<file path="config.mk">
export PLATFORM = sky130hd
export DESIGN_NAME = usart_sync_framing_tx
export DESIGN_NICKNAME = d
export VERILOG_FILES = /design/src/common/usart_sync_pkg.sv /design/src/design/usart_sync_framing_tx.sv
export VERILOG_INCLUDE_DIRS = /design/src /design/src/common
export SDC_FILE = /design/constraint.sdc
export NUM_CORES = 1
export LEC_CHECK = 0
export BUFFER_PORTS_ARGS = -buffer_cell sky130_fd_sc_hd__buf_2
export CORE_UTILIZATION = 41
export CTS_BUF_LIST = sky130_fd_sc_hd__clkbuf_16
export CTS_CLUSTER_DIAMETER = 40
export DETAILED_ROUTE_END_ITERATION = 6
export PLACE_DENSITY_LB_ADDON = 0.3
export SYNTH_ARGS = -nofsm -noshare
export SYNTH_HDL_FRONTEND = slang
export SYNTH_SLANG_ARGS = --single-unit
</file>
<file path="constraint.sdc">
create_clock -name clk -period 5.3 [get_ports clk]
set_input_delay 0 -clock clk [delete_from_list [all_inputs] [get_ports clk]]
set_output_delay 0 -clock clk [all_outputs]
set_load 0.01 [all_outputs]
</file>
<file path="src/common/usart_sync_map.svh">
// Overview of operation
// RULE1 - Synchronous slave takes transfer clock as input; master drives it out.
// RULE2 - Input sampled on the transfer clock edge opposite the output change edge.
// RULE3 - Polarity clear: change on rising, sample on falling; set swaps them.
// RULE4 - All thirty formats: five to nine data, parity none/even/odd, one/two stops.
// RULE5 - Start, data LSB first, optional parity, then stop bits.
// RULE6 - Start low, stops high, line high when idle.
// RULE7 - After a frame, next frame follows at once or line idles high.
// RULE8 - Three-bit character size field sets data bits for both directions.
// RULE9 - Two-bit parity mode field enables parity and picks even or odd.
// RULE10 - Stop select picks one or two stops; receiver checks only the first.
// RULE11 - One shared format; change it only while both directions idle.
// RULE12 - Frame error flagged only when first sampled stop bit is zero.
// RULE13 - Parity is XOR of data bits, inverted for odd.
// RULE14 - Software reprograms rate or format only when idle and drained.
// RULE15 - Software clears transmit complete before each data write if used.
// RULE16 - Transmit enable hands the serial output pin to the transmitter.
// RULE17 - Synchronous with transmitter enabled, clock pin becomes transfer clock.
// RULE18 - Writing the data buffer loads it and starts transmission.
// RULE19 - Buffer moves to shifter when idle or right after last stop bit.
// RULE20 - Shifter sends a whole frame at divisor rate or external clock rate.
// RULE21 - Unused upper data bits ignored for sizes below eight.
// RULE22 - Buffer empty flag shown; software waits for it before writing.
// RULE23 - Baud down-counter reloads at zero or low-byte write; divide 2/8/16.
// RULE24 - Double speed in asynchronous mode divides by eight instead of sixteen.
// RULE25 - Data write clears buffer empty until moved into shifter.
// RULE26 - Ninth bit is written before the low byte for nine-bit characters.
// RULE27 - Enabled transmitter with no frame keeps output high.
`ifndef USART_SYNC_MAP_SVH
`define USART_SYNC_MAP_SVH
`define ADDR_DATA 12'h000
`define ADDR_STATUS 12'h004
`define ADDR_CTRL 12'h008
`define ADDR_FORMAT 12'h00C
`define ADDR_BAUD 12'h010
`define ST_BUFEMPTY 0
`define ST_TXC 1
`define ST_RXC 2
`define ST_FE 3
`define ST_DBL 4
`define CT_TRANSMIT_ENABLE_BIT 0
`define CT_RXEN 1
`define CT_NINTH 2
`define CT_MASTER 3
`define FM_SIZE_LO 0
`define FM_PAR_LO 3
`define FM_STOP 5
`define FM_SYNC 6
`define FM_POL 7
`define SIZE_NINE 3'h7
`define SIZE_RESET 3'h3
`define DIV_ASYNC 5'h10
`define DIV_DOUBLE 5'h08
`define DIV_SYNC 5'h02
`define BAUD_RESET 12'h000
`endif

</file>
<file path="src/common/usart_sync_pkg.sv">
package usart_sync_pkg;
    typedef logic [31:0] word_t;
    typedef enum logic [3:0] {
        TX_IDLE = 4'b0001,
        TX_START = 4'b0010,
        TX_BITS = 4'b0100,
        TX_STOP = 4'b1000
    } tx_state_t;
    typedef enum logic [3:0] {
        RX_IDLE = 4'b0001,
        RX_START = 4'b0010,
        RX_BITS = 4'b0100,
        RX_STOP = 4'b1000
    } rx_state_t;
endpackage

</file>
<file path="src/design/usart_sync_framing_tx.sv">
// Local design decisions: the register addresses and the APB register port.
`timescale 1ns/1ps
`include "usart_sync_map.svh"
module usart_sync_framing_tx #(
    parameter int BAUD_W = 12
) (
    // Clock and reset
    input wire logic clk,
    input wire logic rstn,
    // APB slave
    input wire logic psel,
    input wire logic penable,
    input wire logic pwrite,
    input wire logic [11:0] paddr,
    input wire usart_sync_pkg::word_t pwdata,
    output usart_sync_pkg::word_t prdata,
    output logic pready,
    output logic pslverr,
    // Serial pins
    input wire logic serialInPin,
    output logic serialOutPin,
    output logic serialOutOe,
    input wire logic xferClockIn,
    output logic xferClockOut,
    output logic xferClockOe
);
    import usart_sync_pkg::*;

    // Divisor readback is zero-extended into one 32-bit word
    if (BAUD_W < 1 || BAUD_W > 16) begin : gBadBaudW
        $error("BAUD_W out of range");
    end

    // ======================================================
    // Helpers
    function automatic logic [3:0] dataBits(input logic [2:0] sz);
        // Sizes 0..3 give 5..8 bits; 7 gives nine; others treated as eight
        if (sz == `SIZE_NINE) begin
            dataBits = 4'h9;
        end else if (sz[2]) begin
            dataBits = 4'h8;
        end else begin
            dataBits = 4'h5 + {2'h0, sz[1:0]};
        end
    endfunction

    function automatic logic parityOf(input logic [8:0] d, input logic [3:0] n,
                                      input logic odd);
        logic p;
        p = odd;
        for (int i = 0; i < 9; i++) begin
            if (4'(i) < n) begin
                p = p ^ d[i];
            end
        end
        parityOf = p; // RULE13
    endfunction

    // ======================================================
    // Registers
    logic transmit_enable_bit_q, rxEn_q, ninth_q, master_q, dbl_q;
    logic [2:0] size_q;
    logic [1:0] parMode_q;
    logic stop2_q, sync_q, pol_q;
    logic [BAUD_W-1:0] baud_q;
    logic [8:0] buf_q;
    logic bufFull_q, txc_q, rxc_q, fe_q;
    logic [8:0] rxData_q;

    logic wrAcc, rdAcc, baudLoad;
    assign wrAcc = psel && penable && pwrite;
    assign rdAcc = psel && penable && !pwrite;
    assign baudLoad = wrAcc && paddr == `ADDR_BAUD;

    logic moveToShift;
    logic frameDone;

    always_ff @(posedge clk or negedge rstn) begin
        if (!rstn) begin
            transmit_enable_bit_q <= 1'b0;
            rxEn_q <= 1'b0;
            ninth_q <= 1'b0;
            master_q <= 1'b0;
            dbl_q <= 1'b0;
            size_q <= `SIZE_RESET;
            parMode_q <= 2'h0;
            stop2_q <= 1'b0;
            sync_q <= 1'b0;
            pol_q <= 1'b0;
            baud_q <= BAUD_W'(`BAUD_RESET);
        end else if (wrAcc) begin
            unique case (paddr)
                `ADDR_CTRL: begin
                    transmit_enable_bit_q <= pwdata[`CT_TRANSMIT_ENABLE_BIT]; // RULE16
                    rxEn_q <= pwdata[`CT_RXEN];
                    ninth_q <= pwdata[`CT_NINTH]; // RULE26
                    master_q <= pwdata[`CT_MASTER];
                end
                `ADDR_STATUS: dbl_q <= pwdata[`ST_DBL];
                `ADDR_FORMAT: begin
                    size_q <= pwdata[`FM_SIZE_LO +: 3]; // RULE8
                    parMode_q <= pwdata[`FM_PAR_LO +: 2]; // RULE9
                    stop2_q <= pwdata[`FM_STOP]; // RULE10
                    sync_q <= pwdata[`FM_SYNC];
                    pol_q <= pwdata[`FM_POL];
                end
                `ADDR_BAUD: baud_q <= pwdata[BAUD_W-1:0];
                default: ;
            endcase
        end
    end

    // Data buffer: write loads it, upper bits beyond size dropped at shift load
    always_ff @(posedge clk or negedge rstn) begin
        if (!rstn) begin
            buf_q <= 9'h000;
            bufFull_q <= 1'b0;
        end else if (wrAcc && paddr == `ADDR_DATA) begin
            buf_q <= {ninth_q, pwdata[7:0]}; // RULE18
            bufFull_q <= 1'b1; // RULE25
        end else if (moveToShift) begin
            bufFull_q <= 1'b0; // RULE22
        end
    end

    // ======================================================
    // Baud generator and bit clock
    logic [BAUD_W-1:0] baudCnt_q;
    logic baudTick;
    assign baudTick = baudCnt_q == '0;
    always_ff @(posedge clk or negedge rstn) begin
        if (!rstn) begin
            baudCnt_q <= '0;
        end else if (baudLoad || baudTick) begin
            baudCnt_q <= baudLoad ? pwdata[BAUD_W-1:0] : baud_q; // RULE23
        end else begin
            baudCnt_q <= baudCnt_q - 1'b1;
        end
    end

    logic [4:0] div;
    assign div = sync_q ? `DIV_SYNC : (dbl_q ? `DIV_DOUBLE : `DIV_ASYNC); // RULE24
    logic [4:0] pre_q;
    logic intTick;
    assign intTick = baudTick && pre_q == div - 5'h1;
    always_ff @(posedge clk or negedge rstn) begin
        if (!rstn) begin
            pre_q <= 5'h00;
        end else if (baudTick) begin
            pre_q <= (pre_q >= div - 5'h1) ? 5'h00 : pre_q + 5'h1; // RULE23
        end
    end

    // Master clock: toggles halfway; runs freely in sync master mode, resets low for either polarity
    logic xckInt_q;
    always_ff @(posedge clk or negedge rstn) begin
        if (!rstn) begin
            xckInt_q <= 1'b0;
        end else if (baudTick && sync_q && master_q) begin
            xckInt_q <= ~xckInt_q;
        end
    end

    // Pin inputs through two flops; edge detect on second stage only
    logic [1:0] xckSync_q, rxdSync_q;
    logic xckPrev_q;
    always_ff @(posedge clk or negedge rstn) begin
        if (!rstn) begin
            xckSync_q <= 2'b00;
            rxdSync_q <= 2'b11;
            xckPrev_q <= 1'b0;
        end else begin
            xckSync_q <= {xckSync_q[0], xferClockIn};
            rxdSync_q <= {rxdSync_q[0], serialInPin};
            xckPrev_q <= xckSync_q[1];
        end
    end

    logic xckNow, xckWas, riseEdge, fallEdge, changeEdge, sampleEdge;
    assign xckNow = master_q ? xckInt_q : xckSync_q[1]; // RULE1
    logic xckOutPrev_q;
    assign xckWas = master_q ? xckOutPrev_q : xckPrev_q;
    always_ff @(posedge clk or negedge rstn) begin
        if (!rstn) begin
            xckOutPrev_q <= 1'b0;
        end else begin
            xckOutPrev_q <= xckInt_q;
        end
    end
    assign riseEdge = xckNow && !xckWas;
    assign fallEdge = !xckNow && xckWas;
    assign changeEdge = pol_q ? fallEdge : riseEdge; // RULE3
    assign sampleEdge = pol_q ? riseEdge : fallEdge; // RULE2

    logic txTick, rxTick;
    assign txTick = sync_q ? changeEdge : intTick; // RULE20
    assign rxTick = sync_q ? sampleEdge : intTick;

    // ======================================================
    // Transmitter
    tx_state_t txSt_q;
    logic [9:0] shift_q;
    logic [3:0] bitCnt_q;
    logic stopCnt_q;
    logic txd_q;
    logic [3:0] nBits;
    assign nBits = dataBits(size_q); // RULE4

    assign frameDone = txSt_q == TX_STOP && txTick && (stopCnt_q || !stop2_q);
    assign moveToShift = bufFull_q && transmit_enable_bit_q && txTick &&
                         (txSt_q == TX_IDLE || frameDone); // RULE19

    function automatic logic [9:0] frameBits(input logic [8:0] d, input logic [3:0] n,
                                             input logic [1:0] pm);
        logic [9:0] f;
        f = 10'h000;
        for (int i = 0; i < 9; i++) begin
            if (4'(i) < n) begin
                f[i] = d[i]; // RULE21
            end
        end
        f[n] = parityOf(d, n, pm[0]); // RULE9
        frameBits = f;
    endfunction

    always_ff @(posedge clk or negedge rstn) begin
        if (!rstn) begin
            txSt_q <= TX_IDLE;
            shift_q <= 10'h000;
            bitCnt_q <= 4'h0;
            stopCnt_q <= 1'b0;
            txd_q <= 1'b1;
        end else if (txTick) begin
            unique case (txSt_q)
                TX_IDLE, TX_STOP: begin
                    if (moveToShift) begin
                        shift_q <= frameBits(buf_q, nBits, parMode_q);
                        txd_q <= 1'b0; // RULE6
                        txSt_q <= TX_START; // RULE7
                    end else if (txSt_q == TX_STOP && !frameDone) begin
                        stopCnt_q <= 1'b1;
                        txd_q <= 1'b1;
                    end else begin
                        txd_q <= 1'b1; // RULE27
                        txSt_q <= TX_IDLE;
                    end
                end
                TX_START, TX_BITS: begin
                    if (txSt_q == TX_START) begin
                        bitCnt_q <= 4'h0;
                    end
                    if (txSt_q == TX_BITS &&
                        bitCnt_q == nBits - (parMode_q[1] ? 4'h0 : 4'h1)) begin
                        txd_q <= 1'b1; // RULE6
                        stopCnt_q <= 1'b0;
                        txSt_q <= TX_STOP;
                    end else begin
                        txd_q <= shift_q[0]; // RULE5
                        shift_q <= {1'b0, shift_q[9:1]};
                        bitCnt_q <= (txSt_q == TX_START) ? 4'h0 : bitCnt_q + 4'h1;
                        txSt_q <= TX_BITS;
                    end
                end
                default: txSt_q <= TX_IDLE;
            endcase
        end
    end

    // Complete flag: set wins over software clear-by-one
    always_ff @(posedge clk or negedge rstn) begin
        if (!rstn) begin
            txc_q <= 1'b0;
        end else if (frameDone && !bufFull_q) begin
            txc_q <= 1'b1;
        end else if (wrAcc && paddr == `ADDR_STATUS && pwdata[`ST_TXC]) begin
            txc_q <= 1'b0; // RULE15
        end
    end

    // ======================================================
    // Receiver framing: checks only first stop bit
    rx_state_t rxSt_q;
    logic [3:0] rxCnt_q;
    logic [8:0] rxSh_q;
    logic [3:0] rxLast;
    assign rxLast = nBits - (parMode_q[1] ? 4'h0 : 4'h1); // RULE11
    always_ff @(posedge clk or negedge rstn) begin
        if (!rstn) begin
            rxSt_q <= RX_IDLE;
            rxCnt_q <= 4'h0;
            rxSh_q <= 9'h000;
            rxData_q <= 9'h000;
            rxc_q <= 1'b0;
            fe_q <= 1'b0;
        end else begin
            if (rdAcc && paddr == `ADDR_DATA) begin
                rxc_q <= 1'b0;
            end
            if (rxEn_q && rxTick) begin
                unique case (rxSt_q)
                    RX_IDLE: begin
                        if (!rxdSync_q[1]) begin
                            rxCnt_q <= 4'h0;
                            rxSt_q <= RX_BITS;
                        end
                    end
                    RX_BITS: begin
                        if (4'(rxCnt_q) < nBits) begin
                            rxSh_q[rxCnt_q] <= rxdSync_q[1];
                        end
                        rxCnt_q <= rxCnt_q + 4'h1;
                        if (rxCnt_q == rxLast) begin
                            rxSt_q <= RX_STOP;
                        end
                    end
                    RX_STOP: begin
                        fe_q <= !rxdSync_q[1]; // RULE12
                        rxData_q <= rxSh_q;
                        rxc_q <= 1'b1;
                        rxSt_q <= RX_IDLE; // RULE10
                    end
                    default: rxSt_q <= RX_IDLE;
                endcase
            end
        end
    end

    // ======================================================
    // Pins and bus answer
    always_ff @(posedge clk or negedge rstn) begin
        if (!rstn) begin
            serialOutPin <= 1'b1;
            serialOutOe <= 1'b0;
            xferClockOut <= 1'b0;
            xferClockOe <= 1'b0;
        end else begin
            serialOutPin <= txd_q;
            serialOutOe <= transmit_enable_bit_q || txSt_q != TX_IDLE; // RULE16
            xferClockOut <= xckInt_q;
            xferClockOe <= sync_q && master_q && transmit_enable_bit_q; // RULE17
        end
    end

    always_ff @(posedge clk or negedge rstn) begin
        if (!rstn) begin
            prdata <= '0;
            pready <= 1'b0;
            pslverr <= 1'b0;
        end else begin
            pready <= psel && !penable;
            pslverr <= 1'b0;
            prdata <= '0;
            if (psel && !penable && !pwrite) begin
                unique case (paddr)
                    `ADDR_DATA: prdata <= {23'h0, rxData_q};
                    `ADDR_STATUS: prdata <= {27'h0, dbl_q, fe_q, rxc_q, txc_q, !bufFull_q};
                    `ADDR_CTRL: prdata <= {28'h0, master_q, ninth_q, rxEn_q, transmit_enable_bit_q};
                    `ADDR_FORMAT: prdata <= {24'h0, pol_q, sync_q, stop2_q, parMode_q, size_q};
                    `ADDR_BAUD: prdata <= 32'(baud_q);
                    default: pslverr <= 1'b1;
                endcase
            end else if (psel && !penable) begin
                pslverr <= !(paddr inside {`ADDR_DATA, `ADDR_STATUS, `ADDR_CTRL,
                                           `ADDR_FORMAT, `ADDR_BAUD});
            end
        end
    end
endmodule

</file>
==> metrics.md <==
| Metric | Value |
|---|---|
| Commonest non-fill, non-tap cell in the layout | dfrtp_1 |
| Fin crit share | 0.632 |
| Synth Warn # | 0 |
| Die area | 16200 um^2 |
| Post-Syn Area | 6440 um^2 |
| Critical Path Sink Type | flip-flop |
| Switching share of power | 0.244 |
| Cell Rows | between 40 and 50 |
| Routed vias/inst | 5.36 |
| Commonest non-fill, non-tap cells in the layout | 116 x dfrtp_1, 50 x mux2_2, 47 x buf_2 |
| Worst slew pin tran | approximately 0.88 ns |
| RSZ-0062 raised after global routing | no |
| Worst Skew | about 0.0094 ns |
| Hold_ws | 0.0902 ns |
| Gr usage total | 0.192 |
| Io pins | 89 |
| Combinational power share | 0.101 |
| Int Pwr | 1.85 mW |
| Clock transition at path regs | 0.05 ns |
| Count of state elements after synthesis | 124 |
| Final HPWL DP | about 10000 um |
| Final TNS setup | 0 ns |
| Detailed Route Iter0 Violations | 307 |
| Final Hold Violating Endpoints | 0 |
| Top_reg_cell synth | dfrtp_1 |
| Leakage power | 3.54 nW |
| Final WL | about 14000 um |
| Number of inserted diodes | 0 |
| Worst-path cell chain | or2_2 -> ha_1 -> and3_1 -> or4bb_1 -> o2bb2ai_2 -> nand3_2 -> nor4b_1 -> mux2_2 |
| Arr. time, crit path | 3.64 ns |
| Largest net degree at the start of global routing | 66 |
| Initial core utilization | 0.422 |
| Wirelength per Cell | 16.8 um |
| Fillers | 1356 |
| Sw power | 0.598 mW |
| Flop pwr share | 0.442 |
| Post-route total power | about 2.4 mW |
| Number of gates resized after CTS | 0 |
| Vias in the first global route | 4476 |
| Clock sinks | 124 |
| Slew Viols, Final | 0 |
| Total core area | 15300 um^2 |
| Async SR Flop Fraction | 1.00 |
| DIE HEIGHT | 127 um |
| Netlist cell types | around 70 |
| Fmax | 299 MHz |
| Clock power frac | 0.458 |
| CTS tree | yes |
| Buf/Inv on CP | 0 |
| Post-Syn Instances | around 570 |
| DR vias | 4600 |
| Drt pass-1 iters | 5 |
| Layout area overhead | 17.4% |
| Clock Path Buffers | 2 |
| Routed Antenna Nets | 0 |
| Final Setup Violations | 0 |
| Post-synthesis sequential area ratio | 0.483 |
| First-pass GRT wire length | roughly 23000 um |
| H-tree Lvls | 4 |
| Final worst path period need | approximately 3.3 ns |
| Congestion Overflow GR | 0 |
| Remaining DRCs | 0 |
| Crit path required time | 5.60 ns |
| Number of CTS-inserted buffers | 17 |
| Clk_lat worst skew | 0.42 ns |
| Max_cap viols | 0 |
| Post-CTS Setup Bufs | 0 |
| Crit start category | flip-flop |
| Pwr/cell area | 324 nW/um^2 |
| Status | finished clean |
| Final net count | 701 |
| Placer congestion estimate | 0.787 |
| Share of cells above drive strength 1 | 0.247 |
| Slew headroom | 0.414 |
| Initial antenna violation count | 0 |
| CP peak stage delay | 0.49 ns |
| WS Path Type | reg -> reg |
| Largest fanout on the critical path | 10 |
| Die span in x | roughly 130 um |
| VDD IR max | 0.000234 V |
| Hold-fix buffers, CTS | 21 |
| CP max stage cell | dfrtp_1 |
| Post-synth EDFFs | 0 |
| Crit path max-delay family | simple AND/OR/NAND/NOR gates |
| Root Buffer | clkbuf_16 |
| Avg Cell Area, Syn | 11.4 um^2 |
| Worst hold path class | in -> reg |
| Port Buffers | 48 |
per-stage QoR:
step	setup WS (ns)	std cells	instance area, um^2	util
after global placement	1.93	805	6780	0.445
final	1.95	858	7560	0.496
after detailed placement	1.92	805	6780	0.445
after CTS	1.95	858	7560	0.496
after floorplan	2.41	584	6510	-
after global routing	1.78	858	7560	0.496
cell usage after synthesis, types with 2 or more instances:
cell	number	area share
and2_1	5	0.0049
o22a_1	2	0.0027
mux4_2	2	0.0070
o31ai_1	9	0.010
nand3_2	2	0.0031
mux2i_1	3	0.0047
nor2_1	37	0.022
or3_1	2	0.0019
a31oi_1	6	0.0058
clkbuf_1	15	0.0087
nor4_2	2	0.0039
mux2_2	50	0.087
and4_1	2	0.0027
o21a_1	2	0.0023
a22oi_1	5	0.0058
xnor3_1	3	0.010
mux2_1	12	0.021
nand2_1	41	0.024
and3_1	8	0.0078
mux2_4	8	0.019
a222oi_1	8	0.012
nand3_1	13	0.010
dfrtp_1	116	0.45
nor2b_1	7	0.0068
or2_2	2	0.0019
nand2b_1	15	0.015
nor2_2	2	0.0019
dfstp_2	8	0.033
inv_1	16	0.0093
xnor2_1	11	0.015
o21ai_0	18	0.014
xor2_1	12	0.016
o2bb2ai_1	3	0.0041
nor4b_1	5	0.0068
a211oi_1	2	0.0023
buf_4	21	0.024
a21o_1	2	0.0023
or4_1	3	0.0035
nor4_1	7	0.0068
nand4_1	6	0.0058
a21oi_1	19	0.015
a41oi_1	5	0.0068
ha_1	16	0.031
nor3_1	4	0.0031
worst register-to-register path, stage by stage, from the launching register on:
cell	delay [ns]
dfrtp_1	0.49
or2_2	0.34
ha_1	0.28
and3_1	0.16
or4bb_1	0.46
o2bb2ai_2	0.38
nand3_2	0.24
nor4b_1	0.46
mux2_2	0.39
power by group through the flow:
stage / Combinational [mW] / Sequential (mW) / Clock, mW
3_5_place_dp: 0.236 / 1.09 / 0
3_3_place_gp: 0.225 / 1.09 / 0
4_1_cts: 0.249 / 1.08 / 1.14
6_report: 0.247 / 1.08 / 1.12
2_1_floorplan: 0.179 / 1.08 / 0
5_1_grt: 0.282 / 1.09 / 1.18
sequential cells by signal, summed over array words and instances, names as in the netlist, 2 cells and up:
signal	count
baudCnt_q	12
baud_q	12
bitCnt_q	4
buf_q	9
parMode_q	2
prdata	12
pre_q	5
rxCnt_q	4
rxData_q	9
rxSh_q	9
rxSt_q	3
rxdSync_q	2
shift_q	10
size_q	3
txSt_q	4
xckSync_q	2
cells by family after synthesis:
family / count (synthesis) / share of synthesized area
fa+ha+maj: 16 / 0.0311
compound gates: 92 / 0.104
buf+inv: 55 / 0.0472
mux: 75 / 0.139
xor+xnor: 27 / 0.0443
other cells: 1 / 0.000582
simple gates: 175 / 0.151
flops: 124 / 0.483
final cells by class:
class                      count  area (um^2)  share of cell area
sequential                   124         3110               0.412
multi-input combinational    405         3100               0.410
timing repair buffer          70          460              0.0609
clock buffer                  17          425              0.0563
tap                          211          264              0.0349
clock inverter                15          141              0.0187
inverter                      16         60.1             0.00794
metal layers:
metal	vias to the layer above	global-route usage	share of wire
li1	2164	-	-
met1	2267	0.258	0.45
met2	142	0.293	0.46
met3	27	0.0486	0.064
met4	0	0.0833	0.023
met5	-	0	0
worst paths after layout:
check                             startpoint      endpoint  slack, ns  depth (start not counted)
worst max register to register        sync_q     rxSh_q[4]       1.95                          8
max in group asynchronous               rstn      buf_q[7]       3.81                          3
worst min register to register  xckSync_q[0]  xckSync_q[1]       0.35                          0
worst min-delay path                paddr[3]         txc_q       0.09                          4
min in group asynchronous               rstn     rxSt_q[2]       0.20                          2
worst max-delay path                  sync_q     rxSh_q[4]       1.95                          8
Note: power is estimated with default switching activity, not from simulation.
